===== config.mk =====
export PLATFORM = sky130hd
export DESIGN_NAME = masked_write_port
export DESIGN_NICKNAME = d
export VERILOG_FILES = /design/src/rtl/write_mask_pkg.sv /design/src/rtl/lane_mask_decode.sv /design/src/rtl/masked_write_port.sv
export SDC_FILE = /design/constraint.sdc
export NUM_CORES = 2
export LEC_CHECK = 0
export BUFFER_PORTS_ARGS = -buffer_cell sky130_fd_sc_hd__buf_2
export CORE_MARGIN = 2
export CORE_UTILIZATION = 55
export DETAILED_ROUTE_END_ITERATION = 8
export MAX_ROUTING_LAYER = met4
export PLACE_DENSITY = 0.74
export SYNTH_ARGS = -nofsm -noshare
export SYNTH_HDL_FRONTEND = slang
export SYNTH_SLANG_ARGS = --single-unit

===== constraint.sdc =====
create_clock -name clock -period 3.9 [get_ports clock]
set_clock_uncertainty 0.15 [all_clocks]
set_input_delay 0 -clock clock [delete_from_list [all_inputs] [get_ports clock]]
set_output_delay 0 -clock clock [all_outputs]
set_load 0.01 [all_outputs]

===== src/rtl/write_mask_pkg.sv =====
// Shared constants for the masked two-word write port
package write_mask_pkg;
  // Data path and array geometry
  localparam int DATA_WIDTH = 36;
  localparam int ADDR_WIDTH = 4;
  localparam int WORD_COUNT = 32;
  // Organization codes on the organization input
  localparam logic [1:0] ORG_X8 = 2'h0;
  localparam logic [1:0] ORG_X18 = 2'h1;
  localparam logic [1:0] ORG_X36 = 2'h2;
  // Lane field positions: x8 nibbles
  localparam int NIB_LOW_LSB = 0;
  localparam int NIB_HIGH_LSB = 4;
  localparam int NIB_WIDTH = 4;
  // Lane field positions: 9-bit bytes for x18 and x36
  localparam int BYTE0_LSB = 0;
  localparam int BYTE1_LSB = 9;
  localparam int BYTE2_LSB = 18;
  localparam int BYTE3_LSB = 27;
  localparam int BYTE_WIDTH = 9;
  // Burst word offsets within one address
  localparam logic FIRST_WORD = 1'h0;
  localparam logic SECOND_WORD = 1'h1;
  // Reset values
  localparam logic [ADDR_WIDTH-1:0] ADDR_RESET = 4'h0;
  localparam logic [DATA_WIDTH-1:0] DATA_RESET = 36'h000000000;
  // Burst sequencer states, Gray coded
  typedef enum logic [1:0] {
    BURST_IDLE = 2'h0,
    BURST_SECOND = 2'h1
  } burst_state_t;
endpackage : write_mask_pkg


===== src/rtl/lane_mask_decode.sv =====
// Turns active-low lane selects into a per-bit write mask
`timescale 1ns/100ps
module lane_mask_decode
  import write_mask_pkg::*;
(
  // Organization
  input wire logic [1:0] organization,
  // Lane selects for one burst half, active low
  input wire logic lane0_write_select_n,
  input wire logic lane1_write_select_n,
  input wire logic lane2_write_select_n,
  input wire logic lane3_write_select_n,
  input wire logic low_half_write_select_n,
  input wire logic high_half_write_select_n,
  // One bit per data bit, high means written
  output logic [DATA_WIDTH-1:0] mask
);
  // Each lane selects its own field; unselected fields stay zero
  always_comb begin
    mask = DATA_RESET;
    unique case (organization)
      ORG_X8: begin
        mask[NIB_LOW_LSB +: NIB_WIDTH] = {NIB_WIDTH{~low_half_write_select_n}};
        mask[NIB_HIGH_LSB +: NIB_WIDTH] =
          {NIB_WIDTH{~high_half_write_select_n}};
      end
      ORG_X18: begin
        mask[BYTE0_LSB +: BYTE_WIDTH] = {BYTE_WIDTH{~lane0_write_select_n}};
        mask[BYTE1_LSB +: BYTE_WIDTH] = {BYTE_WIDTH{~lane1_write_select_n}};
      end
      ORG_X36: begin
        // all lanes low gives the full word
        mask[BYTE0_LSB +: BYTE_WIDTH] = {BYTE_WIDTH{~lane0_write_select_n}};
        mask[BYTE1_LSB +: BYTE_WIDTH] = {BYTE_WIDTH{~lane1_write_select_n}};
        mask[BYTE2_LSB +: BYTE_WIDTH] = {BYTE_WIDTH{~lane2_write_select_n}};
        mask[BYTE3_LSB +: BYTE_WIDTH] = {BYTE_WIDTH{~lane3_write_select_n}};
      end
      // Unused code writes nothing rather than guessing a layout
      default: mask = DATA_RESET;
    endcase
  end
endmodule : lane_mask_decode


===== src/rtl/masked_write_port.sv =====
// Two-word-burst write port with per-half lane masking into the array
// Notes on behaviour
// - x18: lane 0 only writes low byte; x8: low half select alone writes low nibble
// - x18: lane 1 only writes high byte; x8: high half select alone writes high nibble
// - x8/x18: both selects high, nothing written
// - x36: all selects low, whole word written
// - x36: lane 0 only writes byte 8:0
// - x36: single upper lane writes its byte
// - x36: all selects high, word untouched
// - Each burst half masked from its own selects
// - Address with first word, then second word
`timescale 1ns/100ps
module masked_write_port
  import write_mask_pkg::*;
(
  // Clock and reset
  input wire logic clock,
  input wire logic resetn,
  // Organization of the data bus
  input wire logic [1:0] organization,
  // Write request, active low, with its address
  input wire logic write_port_select_n,
  input wire logic [ADDR_WIDTH-1:0] write_address,
  // Write data, one word per burst half
  input wire logic [DATA_WIDTH-1:0] write_data,
  // Lane selects, active low
  input wire logic lane0_write_select_n,
  input wire logic lane1_write_select_n,
  input wire logic lane2_write_select_n,
  input wire logic lane3_write_select_n,
  input wire logic low_half_write_select_n,
  input wire logic high_half_write_select_n,
  // Observation of the array contents
  input wire logic [ADDR_WIDTH-1:0] peek_address,
  input wire logic peek_word,
  output logic [DATA_WIDTH-1:0] peek_data,
  // High while the second half of a burst is expected
  output logic burst_second_half
);
  // Array: two words per address, indexed by {address, word}.
  // The x8 and x18 organizations leave the upper bits of each word unused.
  logic [DATA_WIDTH-1:0] array_words [WORD_COUNT];

  // Burst sequencer state
  burst_state_t state;
  burst_state_t next_state;

  // Address held from the first half for the second half
  logic [ADDR_WIDTH-1:0] burst_address;
  logic [ADDR_WIDTH-1:0] next_burst_address;

  // Which half of a burst, if any, writes at the coming edge
  logic first_half_write;
  logic second_half_write;

  // Array write strobe
  logic write_enable;

  // Array word indices
  logic [ADDR_WIDTH:0] first_index;
  logic [ADDR_WIDTH:0] second_index;
  logic [ADDR_WIDTH:0] write_index;

  // Lane merge of the coming write
  logic [DATA_WIDTH-1:0] lane_mask;
  logic [DATA_WIDTH-1:0] stored_word;
  logic [DATA_WIDTH-1:0] kept_bits;
  logic [DATA_WIDTH-1:0] new_bits;
  logic [DATA_WIDTH-1:0] merged_word;

  // Observation path
  logic [ADDR_WIDTH:0] peek_index;
  logic [DATA_WIDTH-1:0] next_peek_data;

  // Selects are decoded fresh every cycle, so each half has its own mask.
  // Nothing is latched here: a late select change lands in that half only.
  // per-half mask decode
  lane_mask_decode lane_mask_decode_inst (
    .organization(organization),
    .lane0_write_select_n(lane0_write_select_n),
    .lane1_write_select_n(lane1_write_select_n),
    .lane2_write_select_n(lane2_write_select_n),
    .lane3_write_select_n(lane3_write_select_n),
    .low_half_write_select_n(low_half_write_select_n),
    .high_half_write_select_n(high_half_write_select_n),
    .mask(lane_mask)
  );

  // Half decode. A request is honoured from idle only, so a select held
  // low through the second half cannot start a burst on top of it.
  // The decode is shared by the sequencer and the write port.
  always_comb begin
    first_half_write = 1'h0;
    second_half_write = 1'h0;
    unique case (state)
      BURST_IDLE: begin
        first_half_write = !write_port_select_n;
      end
      BURST_SECOND: begin
        // second word on the following edge
        second_half_write = 1'h1;
      end
    endcase
  end

  // Burst sequencer: one cycle per half, so bursts can follow every two
  // cycles; a new request waits until the second half has been taken.
  // A reset in mid-burst drops the pending second half.
  always_comb begin
    next_state = state;
    unique case (state)
      BURST_IDLE: begin
        if (first_half_write) begin
          next_state = BURST_SECOND;
        end
      end
      BURST_SECOND: begin
        next_state = BURST_IDLE;
      end
    endcase
  end

  // Held address: loaded only with a granted request, so a released bus
  // that wanders in idle cannot steer the second word elsewhere
  always_comb begin
    next_burst_address = burst_address;
    if (first_half_write) begin
      next_burst_address = write_address;
    end
  end

  // Word indices for the two halves of a burst.
  // Both are formed every cycle; only the write strobe picks one.
  // first word with the address, second from the held one
  always_comb begin
    first_index = {write_address, FIRST_WORD};
    second_index = {burst_address, SECOND_WORD};
  end

  // Write target. Writes are held off in reset so that a controller that
  // starts early cannot land a word before the sequencer is known idle.
  // In idle with no request the index rests on the held word; it is read, never written.
  always_comb begin
    write_enable = 1'h0;
    write_index = second_index;
    if (first_half_write) begin
      write_enable = resetn;
      write_index = first_index;
    end else if (second_half_write) begin
      write_enable = resetn;
      write_index = second_index;
    end
  end

  // Lane merge: deselected bits keep the stored value. An all-high select
  // set gives an all-zero mask, so the word is rewritten with itself; this
  // costs a read of the array per write but needs no bit-level enables.
  always_comb begin
    stored_word = array_words[write_index];
    kept_bits = stored_word & ~lane_mask;
    new_bits = write_data & lane_mask;
    merged_word = kept_bits | new_bits;
  end

  // Observation index: word select is the low bit, as for writes.
  // The peek port only reads, so it cannot disturb a burst.
  always_comb begin
    peek_index = {peek_address, peek_word};
    next_peek_data = array_words[peek_index];
  end

  // Sequencer register; reset leaves the port idle
  always_ff @(posedge clock) begin
    if (!resetn) begin
      state <= BURST_IDLE;
    end else begin
      state <= next_state;
    end
  end

  // Held address register; its reset value is never used for a write
  // because the sequencer always passes through idle first
  always_ff @(posedge clock) begin
    if (!resetn) begin
      burst_address <= ADDR_RESET;
    end else begin
      burst_address <= next_burst_address;
    end
  end

  // Observation register, registered for a clean data output; it reads
  // zero in reset because the array itself is never cleared
  always_ff @(posedge clock) begin
    if (!resetn) begin
      peek_data <= DATA_RESET;
    end else begin
      peek_data <= next_peek_data;
    end
  end

  // Array is not reset: contents survive like a real memory.
  // A peek of the word being written at the same edge still sees the old
  // word; it shows the new one an edge later.
  // masked merge into array
  always_ff @(posedge clock) begin
    if (write_enable) begin
      array_words[write_index] <= merged_word;
    end
  end

  // Second half indicator straight from the state flip-flop
  assign burst_second_half = (state == BURST_SECOND);
endmodule : masked_write_port


==> impl_results.md <==
* GRT overflow at 0
* Slew margin rel. at 0.09643
* P_leak at 0.02030 uW
* CTS clk-pin slew, worst paths at 60 ps
* Pin count of the biggest net entering global routing at 60
* Port Buf Inserts at 92
* Vias in the first global route at 34174
* Share of cells above drive strength 1 at 0.3380
* Final wirelength at 178.7 mm
* Startpoint types: register
* # H-tree levels at 3
* Slew Limit Fails at 0
* Critical path arrival at 3760 ps
* GRT Total Usage at 0.3626
* Final setup vio count at 0
* Met2 Resource Use GR at 0.5332
* Net count, final at 3259
* Placeable core region at 0.09971 mm^2
* Ys async rst share at 0
* Crit-path slowest cell: a31oi_2
* Gp weighted congestion at 0.9225
* Initial antenna violation count at 7
* Most common cell in the synthesized netlist: edfxtp_1
* Routing usage on met1 at 0.4740
* Routing usage on met3 at 0.09352
* Drt pass-1 iters at 6
* Area growth syn-to-layout at 15.14%
* Syn_area_per_cell at 18.74 um^2
* Synthesis Warnings at 0
* Max-cap violations at 0
* Worst-Skew Late Latency at 740 ps
* Most used cell, CP: buf_4
* DRC at 0
* DPL Wire Length at 106.8 mm
* Crit-path max cell delay at 990 ps
* Setup TNS at 0 ps
* Die Y-Extent at 320.5 um
* Req. time, crit path at 4050 ps
* Synth area leaders: edfxtp_1 (63%), mux4_2 (21%), mux2i_1 (4.0%)
* RSZ-0062 raised after global routing: false
* WHS at 45.17 ps
* Core Util, Final at 0.6361
* R2r setup slk at 290 ps
* CP Class: reg2reg
* Final period utilization at 0.9244
* Synth Cell Area at 0.05508 mm^2
* HP Class: in2reg
* Critical path peak fanout at 32
* Cell breakdown of the critical path: o21ai_0, o21bai_2, buf_4, buf_4, a221o_1, a22oi_1, a31oi_2
* Hold Fails Final Rpt at 0
* Initial drt markers at 5215
* #FFs+latches synth at 1193
* CTS tree: done
* Deepest clock path buffer count at 3
* Rows at 116
* Total nets after synthesis at 2999
* Wire per inst at 38.74 um
* First-pass GRT wire length at 252.7 mm
* Synth Flop Type: edfxtp_1
* Busiest grt layer: met2
* Max Freq at 277.4 MHz
* Status: finished, final reports clean
* Synth area leader: edfxtp_1
* Die X at 320.5 um
* Multi-input logic area at 0.01900 mm^2
* Register area share after synthesis at 0.6429
* EDFF count, synth at 1152
* Most frequent cells after synthesis: edfxtp_1 (1152), mux4_2 (502), mux2i_1 (218)
* Initial Util at 0.5524
* Register Area at 0.03542 mm^2
* Clk sinks at 1193
* Worst slew pin tran at 1351 ps
* Max rail drop VDD at 0.3752 mV
* Vias at 34277
* Synthesized instance count at 2940
* Post-synth top area share at 0.6280
* I/O Pins at 93
* Post-route antenna net violation count at 0
* CP endpoint kind: register
* Clock Tree Root: clkbuf_16
* Vias per std cell at 7.432
* Fillers at 6581
* Power Dens Cells at 469.9 mW/mm^2
* Die area at 0.1027 mm^2
* Cts bufs inserted at 118
* Unique masters post-synth at 72
* Fin crit period at 3605 ps
-- final cells by class --
class / count / area share
Antenna cell: 9 / 0.0003551
Clock buffer: 166 / 0.05259
Clock inverter: 59 / 0.01020
Inverter: 3 / 0.0001775
Multi-Input combinational cell: 1516 / 0.2996
Sequential cell: 1193 / 0.5585
Tap cell: 1298 / 0.02561
Timing Repair Buffer: 368 / 0.05297
-- worst paths after layout --
check                    from             endpoint  cells past startpoint
max                  state[0]  array_words[26][29]                      7
min           peek_address[1]        peek_data[18]                      4
max reg2reg          state[0]  array_words[26][29]                      7
min reg2reg  burst_address[2]     burst_address[2]                      3
-- power breakdown --
part / switching [uW] / total [uW] / internal (uW)
Clock: 4910 / 11700 / 6800
Combinational: 2060 / 3290 / 1230
Sequential: 57.2 / 14800 / 14800
-- cells by family (layout without fill, tap and decap cells) --
group	Yosys count	count (layout)	share of synthesized area
other cells	0	9	0
simple gates	385	385	0.03596
mux	741	741	0.2492
fa+ha+maj	3	3	0.0006815
buf+inv	231	596	0.02076
flops	1193	1193	0.6429
compound gates	387	387	0.05049
-- metal layers --
| layer | routed length (um) | share of wire |
|---|---|---|
| met5 | 0 | 0 |
| met4 | 11000 | 0.062 |
| met3 | 25200 | 0.14 |
| met2 | 81760 | 0.46 |
| met1 | 60730 | 0.34 |
-- stage by stage --
stage	instances	power (uW)	area (um^2)	worst slack, ps
after floorplan	2940	17010	55080	300.7
after global placement	4341	18150	59020	267.4
after detailed placement	4341	18260	59020	63.81
after CTS	4602	29790	63360	72.64
after global routing	4606	30520	63410	123.9
final	4612	29810	63420	294.9
-- registers in the layout, summed over array words and instances (netlist names) --
signal / count
array_words: 1152
state: 1
peek_data: 36
burst_address: 4
-- what timing repair did --
item / CTS / global route
hold endpoints to repair: 846 / 0
setup endpoints to repair: 0 / 272
gates resized for setup: 0 / 4
hold buffers: 36 / 0
setup buffers: 0 / 0
-- cells in the final DEF (no fill, tap or decap), types with 8 or more instances in the layout --
| cell type | n |
|---|---|
| clkbuf_8 | 16 |
| diode_2 | 9 |
| mux2i_1 | 218 |
| nand4_1 | 8 |
| nor2_1 | 65 |
| a31oi_2 | 13 |
| clkinv_1 | 12 |
| buf_12 | 55 |
| dfxtp_1 | 39 |
| o22ai_1 | 16 |
| buf_2 | 86 |
| a2111oi_0 | 10 |
| a22oi_1 | 38 |
| dlygate4sd3_1 | 36 |
| nor2_4 | 34 |
| nor2b_1 | 128 |
| mux4_2 | 502 |
| clkinv_2 | 24 |
| nand2_1 | 90 |
| bufinv_16 | 13 |
| nand2b_1 | 13 |
| a32o_1 | 8 |
| clkbuf_16 | 120 |
| a211oi_1 | 141 |
| clkbuf_1 | 30 |
| edfxtp_1 | 1152 |
| nand3_1 | 12 |
| mux2_2 | 20 |
| a32oi_1 | 9 |
| a21oi_1 | 74 |
| buf_4 | 186 |
-- worst max-delay path, delay by kind of cell, from the launching register on --
| kind | cells | cell delay (ps) |
|---|---|---|
| buffers and inverters | 2 | 520 |
| flip-flops | 1 | 570 |
| AO/OA/AOI/OAI | 5 | 1920 |
No activity file was read; power rests on OpenSTA's default activity.
